### config.mk
export PLATFORM = sky130hd
export DESIGN_NAME = cphc_hold_ctrl
export DESIGN_NICKNAME = d
export VERILOG_FILES = /design/src/design/cphc_pkg.sv /design/src/design/cphc_hold_ctrl.sv /design/src/design/cphc_reject_sampler.sv
export SDC_FILE = /design/constraint.sdc
export NUM_CORES = 1
export LEC_CHECK = 0
export BUFFER_PORTS_ARGS = -buffer_cell sky130_fd_sc_hd__buf_4
export CAP_MARGIN = 10
export CORE_UTILIZATION = 25
export DETAILED_ROUTE_END_ITERATION = 16
export PLACE_DENSITY = 0.48
export SLEW_MARGIN = 20
export SYNTH_ARGS = -nofsm -noshare
export SYNTH_HDL_FRONTEND = slang
export SYNTH_SLANG_ARGS = --single-unit
### constraint.sdc
create_clock -name clk_sys -period 3.14 [get_ports clk_sys]
set_input_delay 0 -clock clk_sys [delete_from_list [all_inputs] [get_ports clk_sys]]
set_output_delay 0 -clock clk_sys [all_outputs]
set_load 0.02 [all_outputs]
### src/design/cphc_pkg.sv
package cphc_pkg;

  // width of the store data path between coprocessors and the core
  localparam int CPHC_DATA_W = 64;

  // reset values of the registered hold, cancel, flush, reject trap and store data outputs
  localparam logic CPHC_HOLD_RST = 1'b0;
  localparam logic CPHC_CANCEL_RST = 1'b0;
  localparam logic CPHC_FLUSH_RST = 1'b0;
  localparam logic CPHC_TRAP_RST = 1'b0;
  localparam logic [CPHC_DATA_W-1:0] CPHC_DATA_RST = 64'h0000_0000_0000_0000;

  // stall, cancel and flush causes raised by the core's own pipeline
  typedef struct packed {
    logic decode_hold;    // internal_decode_hold: decode instr cannot move
    logic exec_hold;      // execute instr cannot move to memory
    logic lsu_exec_noadv; // cop load/store stuck in lsu execute
    logic lsu_mem_noadv;  // cop load stuck in lsu memory
    logic load_miss;      // load cache miss
    logic lockstep;       // alu and lsu pipelines in lockstep
    logic cancel_req;     // cancel the instr entering memory
    logic flush_req;      // flush memory-entry instr and all younger
    logic store_in_exec;  // cop_store_instr sits in cop execute
    logic exec_valid;     // a valid cop instr sits in execute
  } cphc_core_req_t;

  // registered hold outputs driven to every coprocessor
  typedef struct packed {
    logic decode_stall;
    logic execute_stall;
    logic lsu_exec_hold;
    logic lsu_mem_hold;
    logic cancel_one_instr;
    logic pipeline_flush;
  } cphc_holds_t;

endpackage

### src/design/cphc_hold_ctrl.sv
`timescale 1ns/1ps
`default_nettype none

module cphc_hold_ctrl #(
  parameter int DATA_W = cphc_pkg::CPHC_DATA_W
) (
  input wire logic clk_sys,
  input wire logic arst_n,
  input wire cphc_pkg::cphc_core_req_t core_req,
  input wire logic cop_busy_hold,
  input wire logic cop_reject,
  input wire logic [DATA_W-1:0] store_data_bus,
  output cphc_pkg::cphc_holds_t holds_q,
  output logic [DATA_W-1:0] store_data_q,
  output logic reject_trap_q,
  output logic decode_pending_q,
  output logic exec_pending_q
);
  import cphc_pkg::*;

  logic busy_for_d;
  logic busy_for_e;
  logic want_e;
  logic want_d;
  logic exec_stall_d;
  logic decode_stall_d;
  logic lsu_mem_hold_d;
  logic lsu_exec_hold_d;
  logic cancel_d;
  logic flush;

  // the coprocessor shares clk_sys and drives busy from a flop, so it is
  // read directly; a synchroniser here would break the lockstep timing
  assign flush = core_req.flush_req;

  // busy is honoured only when the matching stall is not already up
  assign busy_for_d = cop_busy_hold && !holds_q.decode_stall;
  assign busy_for_e = cop_busy_hold && !holds_q.execute_stall;

  // execute wants to stall now, or kept its wish pending under busy
  assign want_e = core_req.exec_hold || exec_pending_q;

  // decode wants to stall for itself now, or kept its wish pending under busy
  assign want_d = core_req.decode_hold || decode_pending_q;

  // only registered state and core causes feed the next holds; the busy
  // input merely gates them, and every output leaves through a flop
  assign exec_stall_d = !flush && want_e && !busy_for_e;

  // an execute stall always lands in decode too, even if busy blocks
  // decode's own cause
  assign decode_stall_d = !flush
    && (exec_stall_d || (want_d && !busy_for_d));

  assign lsu_mem_hold_d = core_req.lsu_mem_noadv
    || core_req.load_miss;

  // lsu execute hold covers its own cause, the memory hold, and the
  // execute stall whenever both pipelines still run in lockstep; flush
  // cannot drop it under a memory hold, which flush leaves standing
  assign lsu_exec_hold_d = lsu_mem_hold_d
    || (!flush && (core_req.lsu_exec_noadv
    || (core_req.lockstep && exec_stall_d)));

  // cancel is re-driven while busy holds the instruction, flush wins
  assign cancel_d = !flush && (core_req.cancel_req
    || (holds_q.cancel_one_instr && cop_busy_hold));

  // decode and execute stall registers
  always_ff @(posedge clk_sys or negedge arst_n) begin
    if (!arst_n) begin
      holds_q.decode_stall <= CPHC_HOLD_RST;
      holds_q.execute_stall <= CPHC_HOLD_RST;
    end else begin
      holds_q.decode_stall <= decode_stall_d;
      holds_q.execute_stall <= exec_stall_d;
    end
  end

  // a stall suppressed by busy is remembered (decode's only while exec_valid is set),
  // so the same instruction is still held once busy drops; flush throws the wish away
  always_ff @(posedge clk_sys or negedge arst_n) begin
    if (!arst_n) begin
      decode_pending_q <= CPHC_HOLD_RST;
      exec_pending_q <= CPHC_HOLD_RST;
    end else begin
      decode_pending_q <= !flush && want_d && busy_for_d
        && !core_req.exec_valid ? 1'b0 : !flush && want_d && busy_for_d;
      exec_pending_q <= !flush && want_e && busy_for_e;
    end
  end

  // load/store unit holds
  always_ff @(posedge clk_sys or negedge arst_n) begin
    if (!arst_n) begin
      holds_q.lsu_exec_hold <= CPHC_HOLD_RST;
      holds_q.lsu_mem_hold <= CPHC_HOLD_RST;
    end else begin
      holds_q.lsu_exec_hold <= lsu_exec_hold_d;
      holds_q.lsu_mem_hold <= lsu_mem_hold_d;
    end
  end

  // cancel and flush are both registered after execute
  always_ff @(posedge clk_sys or negedge arst_n) begin
    if (!arst_n) begin
      holds_q.cancel_one_instr <= CPHC_CANCEL_RST;
      holds_q.pipeline_flush <= CPHC_FLUSH_RST;
    end else begin
      holds_q.cancel_one_instr <= cancel_d;
      holds_q.pipeline_flush <= flush;
    end
  end

  // store data keeps tracking the bus while the lsu holds a store, so the
  // value present when the hold falls is the one the lsu uses
  always_ff @(posedge clk_sys or negedge arst_n) begin
    if (!arst_n) begin
      store_data_q <= CPHC_DATA_RST;
    end else if (holds_q.lsu_exec_hold && core_req.store_in_exec) begin
      store_data_q <= store_data_bus;
    end else if (!holds_q.lsu_exec_hold) begin
      store_data_q <= store_data_bus;
    end
  end

  // reject sampling lives in its own small module
  cphc_reject_sampler u_reject (
    .clk_sys(clk_sys),
    .arst_n(arst_n),
    .cop_reject(cop_reject),
    .cop_busy_hold(cop_busy_hold),
    .execute_stall(holds_q.execute_stall),
    .lsu_exec_hold(holds_q.lsu_exec_hold),
    .cancel_one_instr(holds_q.cancel_one_instr),
    .pipeline_flush(holds_q.pipeline_flush),
    .exec_valid(core_req.exec_valid),
    .reject_trap_q(reject_trap_q)
  );
endmodule

`default_nettype wire

### src/design/cphc_reject_sampler.sv
`timescale 1ns/1ps
`default_nettype none

// samples the wired-and reject level only once busy, the execute stall and the lsu execute hold have dropped
module cphc_reject_sampler (
  input wire logic clk_sys,
  input wire logic arst_n,
  input wire logic cop_reject,
  input wire logic cop_busy_hold,
  input wire logic execute_stall,
  input wire logic lsu_exec_hold,
  input wire logic cancel_one_instr,
  input wire logic pipeline_flush,
  input wire logic exec_valid,
  output logic reject_trap_q
);
  import cphc_pkg::*;

  logic holds_clear;

  // busy, an execute stall or an lsu execute hold still up means the reject level may belong to a stale cycle
  assign holds_clear = !cop_busy_hold && !execute_stall && !lsu_exec_hold;

  // cancelled or flushed instructions never trap, whatever they reject
  always_ff @(posedge clk_sys or negedge arst_n) begin
    if (!arst_n) begin
      reject_trap_q <= CPHC_TRAP_RST;
    end else begin
      reject_trap_q <= cop_reject && exec_valid && holds_clear
        && !cancel_one_instr && !pipeline_flush;
    end
  end
endmodule

`default_nettype wire

# ---- After elaboration in Yosys (flattened, before gate mapping)
# Cells that the tools add are included.
# W data, S select, Z words.
dict set report op_classes {
  eq_ne 1
  multipliers 0
  n_reduce_logical 38
  n_div 0
  n_lt_le_gt_ge 0
  shifts 0
  add_sub_neg 0
  mux 3
  bitwise 0
}
# op n
set ops {}
lappend ops {{$mux W64} 2}
lappend ops {{$logic_and A1 B1 Y1} 21}
lappend ops {{$logic_not A1 Y1} 10}
lappend ops {{$logic_or A1 B1 Y1} 7}
lappend ops {{$ne A2 B1 Y1 const B} 1}
lappend ops {{$mux W1} 1}
dict set report word_totals {
  mem_count 0
  rom_bits 0
  inputBits 78
  wordCells 52
  out_inout_bits 73
  mem_bits_rw 0
  latch_bits 0
  ff_bits 73
}

# ---- Depth between registers and ports, before layout
dict set report logic_depth {
  depth_word 8
  ltp_mapped 4
  mapped_depth_nobuf 3
}

# ---- By module
# Synthesis repeated with hierarchy kept, for this count alone.
dict set report hier_totals {
  hier_cells 163
  area_unflattened_um2 3035.4
}
# mod seq_area_each_um2 cells_each area_per_inst_um2 instances
set modules_own_cells {}
lappend modules_own_cells {cphc_hold_ctrl 1801.7 159 2987.9 1}
lappend modules_own_cells {cphc_reject_sampler 25.0 4 47.5 1}

# ---- Worst setup path after synthesis
# OpenSTA, ideal clock, no wires.
dict set report synth_path {
  path_type {register to register}
  startpoint {register, netlist name holds_q[3]}
  endpoint {register store_data_q[0]}
  t_required_ns 3.015
  arrival_time_ns 1.047
  path_stages_with_launch 5
  path_buffers 2
  path_slack_ns 1.967
  cell_sequence {dfrtp_1 nand2b_4 buf_12 buf_12 mux2_4}
}
dict set report synth_between {
  elab_chain_cells 2
  word_cells_on_any_way 3
  classes_between {eq/ne (1); mux (1); reduce/logical (1)}
}
# item line_no
set synth_rtl {}
lappend synth_rtl {{$logic_and A1 B1 Y1} cphc_hold_ctrl.sv:120} ;# end else if (holds_q.lsu_exec_hold && core_req.store_in_exec) begin
lappend synth_rtl {{$ne A2 B1 Y1 (no line) / $mux W64 (equally long branches)} --}
lappend synth_rtl {{end signal, assigned} cphc_hold_ctrl.sv:121} ;# store_data_q <= store_data_bus;
lappend synth_rtl {{end signal, assigned} cphc_hold_ctrl.sv:123} ;# store_data_q <= store_data_bus;
lappend synth_rtl {{end, declared} cphc_hold_ctrl.sv:14} ;# output logic [DATA_W-1:0] store_data_q,
# Several ways; a longest one is shown, not always the timed one.
# A chain may end at the register's enable or synchronous reset.

# ---- Final worst setup path
dict set report layout_path {
  startpoint {input port core_req[6] (netlist bit)}
  endpoint {register, netlist name holds_q[3]}
}
dict set report layout_between {
  elab_chain_cells 2
}
# item line_no
set layout_rtl {}
lappend layout_rtl {{start, declared} cphc_hold_ctrl.sv:9} ;# input wire cphc_pkg::cphc_core_req_t core_req,
lappend layout_rtl {{$logic_or A1 B1 Y1} cphc_hold_ctrl.sv:56} ;# || core_req.load_miss;
lappend layout_rtl {{via lsu_mem_hold_d} cphc_hold_ctrl.sv:27} ;# logic lsu_mem_hold_d;
lappend layout_rtl {{$logic_or A1 B1 Y1} cphc_hold_ctrl.sv:62} ;# || (!flush && (core_req.lsu_exec_noadv
lappend layout_rtl {{via lsu_exec_hold_d} cphc_hold_ctrl.sv:28} ;# logic lsu_exec_hold_d;
# The timed path passes the listed nets, and every way through them passes these cells.

==> flow_summary_export.csv <==
group,metric,value,unit
power,swShare,0.247,
setup_path,rrSetupSlack,1.38,ns
floorplan,initial_core_util,0.255,
sta,rsz0062_at_grt,"no",
grt,antenna_found_initial,0,
job,maxCapViolations,0,
clock_tree,worstSkewPairLatency,0.32,ns
sta,maxSlewViolCount,0,
place,hpwlAfterDp,4350,microns
sta,slew_headroom,0.374,
synth,syn_area,3060,sq um
clock_tree,htreeDepth,3,
clock_tree,clockBufferDepth,2,
setup_path,critPathArrivalTime,2.33,ns
cells_and_area,nFillCells,1087,
grt,grt.total_usage,0.118,
cells_and_area,finalNonFillerCells,544,
synth,synth_top_cells_by_area,"dfrtp_1 (60%), mux2_4 (29%), buf_12 (4.6%), mux2_2 (1.5%), buf_4 (0.98%)",
setup_path,critPathKind,"input port to register",
synth,syn_area_per_cell,18.5,sq um
power,power.leakage,2.63,nW
clock_tree,cts_resized,0,
sta,finalHoldViolCount,0,
grt,grt-ovfl-total,0,
min_path,hold_path.class,"input port to register",
power,pwr-share-seq,0.386,
setup_path,cp-endpoint,"holds_q[3]$_DFF_PN0_",
synth,yosysMostFrequentCell,"dfrtp_1",
grt,grt_pass1_vias,2408,
floorplan,dieHeight,113,microns
setup_path,critPathCaptureType,"register",
cells_and_area,area_growth,73.4,%
power,powerDensity,535,nW/um^2
setup_path,r2r-end,"store_data_q[21]$_DFFE_PN0P_",
setup_path,r2r-start,"holds_q[3]$_DFF_PN0_",
synth,ys_seq_area_frac,0.598,
place,portBuffers,150,
cells_and_area,layout.nets,470,
sta,worst_slew_pin_slew,0.940,ns
cells_and_area,finish.utilization,0.443,
sta,setup_violations,0,
synth,yosysTopAreaCell,"dfrtp_1",
synth,syn-instance-count,165,
synth,synth-async-reset-ratio,1.00,
min_path,min-delay-start,"core_req[9]",
synth,synth.ff_latch_count,73,
floorplan,pin_count,151,
floorplan,core,12000,sq um
synth,synth_edf_count,0,
clock_tree,ctsHoldBuffers,76,
synth,syn_nets,243,
place,placed_area,4220,sq um
synth,synth_ff_type,"dfrtp_1",
grt,grt_pass1_wl,11700,microns
detailed_routing,drc,0,
place,dp_cells,452,
power,internal_power,2.13,mW
cells_and_area,regArea,1830,sq um
power,clkPwrFrac,0.388,
floorplan,die_x,113,microns
cells_and_area,multiInputGateArea,1050,sq um
outcome,status,"finished clean",
setup_path,crit_start,"core_req[6]",
floorplan,die_area,12700,sq um
cells_and_area,antenna_cells,0,
sta,skew,0.00799,ns
sta,tns,0,ns
detailed_routing,avgRoutedWirePerCell,13.2,microns
power,p_switching,701,uW
power,power_frac_comb,0.227,
clock_tree,clkSlewWorstSetupHoldPaths,0.06,ns
clock_tree,clkSinkCount,73,
setup_path,worstSetupStartpointType,"input port",
place,gp_congestion,0.674,
detailed_routing,ant_nets,0,
synth,post-synth-top-area-fraction,0.598,
sta,post-route-min-period,2.13,ns
clock_tree,post_cts_buffers,0,
detailed_routing,firstDrtPassIters,4,
synth,ys_warn_count,0,
setup_path,rr_worst_depth,3,
clock_tree,numCtsBuffers,9,
setup_path,crit_fanout,2,
detailed_routing,routed_via_density,3.98,
cells_and_area,drive_gt1_frac,0.582,
sta,max_freq,470,MHz
synth,synth_cell_types,19,
clock_tree,root_buffer,"clkbuf_16",
detailed_routing,vias,2167,
floorplan,num_rows,40,
sta,min_period_over_period,0.677,
detailed_routing,wl,7170,microns
cells_and_area,design_area,5300,sq um
power,vdd.ir_drop.worst,0.220,mV
setup_path,critPathRequiredTime,3.34,ns
synth,synth_commonest_cells,"dfrtp_1 (73), mux2_4 (60), buf_12 (7)",
clock_tree,cts_tree,"yes",
detailed_routing,drt_iter0_drc,85,
grt,grt_max_degree,74,
==> layer usage <==
metal	track usage	vias up	part of all wire
met1	0.144	1055	0.44
met2	0.198	82	0.50
met5	0	-	0
met3	0.0313	5	0.051
met4	0.0480	0	0.0086
li1	-	1025	-
==> final cells by class <==
class,instances,area share
well taps,147,0.0347
flip-flops and latches,73,0.345
inverters,1,0.000708
clock inverters,4,0.0144
repair buffers,227,0.360
clock buffers,12,0.0465
multi-input cells,80,0.199
==> cell families (layout without fill, tap and decap cells) <==
logic type / after synthesis / after routing / synth area share
DFF: 73 / 73 / 0.598
AOI/OAI and AO/OA: 4 / 4 / 0.0102
muxes: 64 / 64 / 0.310
buffers and inverters: 12 / 244 / 0.0569
and+or+nand+nor: 12 / 12 / 0.0254
==> state kept, by name, indices dropped and copies added (netlist names) <==
| register | cells |
|---|---|
| u_reject.reject_trap_q | 1 |
| holds_q | 6 |
| decode_pending_q | 1 |
| exec_pending_q | 1 |
| store_data_q | 64 |
==> worst min path at each step <==
stage | slack, ns | to | cells after the start
finish | 0.03 | holds_q[5]$_DFF_PN0_ | 3
global route | 0.05 | holds_q[5]$_DFF_PN0_ | 3
CTS | 0.02 | holds_q[5]$_DFF_PN0_ | 3
detailed placement | 0.16 | holds_q[0]$_DFF_PN0_ | 1
global placement | 0.17 | holds_q[0]$_DFF_PN0_ | 1
floorplan | -0.30 | decode_pending_q$_DFF_PN0_ | 0
==> power by group through the flow <==
stage                     Clock, mW  Combinational, mW  Sequential, mW
final                          1.10              0.642            1.09
after global routing           1.19              0.681            1.11
after CTS                      1.14              0.648            1.09
after detailed placement          0              0.574            1.10
after global placement            0              0.569            1.11
after floorplan                   0              0.213            1.22
==> worst max-delay path, stage by stage <==
cell	delay [ns]
dlygate4sd3_1	0.55
buf_4	0.13
or2_2	0.26
dlygate4sd3_1	0.58
a221o_1	0.26
dlygate4sd3_1	0.56
==> cells in the final DEF, fill, tap and decap left out, drive strengths merged, types with 2 or more instances in the layout <==
| cell type | synthesis | layout |
|---|---|---|
| nor2 | 3 | 3 |
| dlygate4sd3 | 0 | 76 |
| dfrtp | 73 | 73 |
| buf | 11 | 151 |
| clkbuf | 0 | 12 |
| nor2b | 2 | 2 |
| bufinv | 0 | 2 |
| mux2 | 64 | 64 |
==> stage by stage <==
stage	power, mW	worst slack, ns	hold WS (ns)
final	2.83	1.01	0.0305
after global routing	2.97	0.977	0.0470
after CTS	2.88	1.08	0.0179
after detailed placement	1.68	1.36	0.162
after global placement	1.68	1.39	0.168
after floorplan	1.43	1.97	-0.296
No activity file was read; power rests on OpenSTA's default activity.
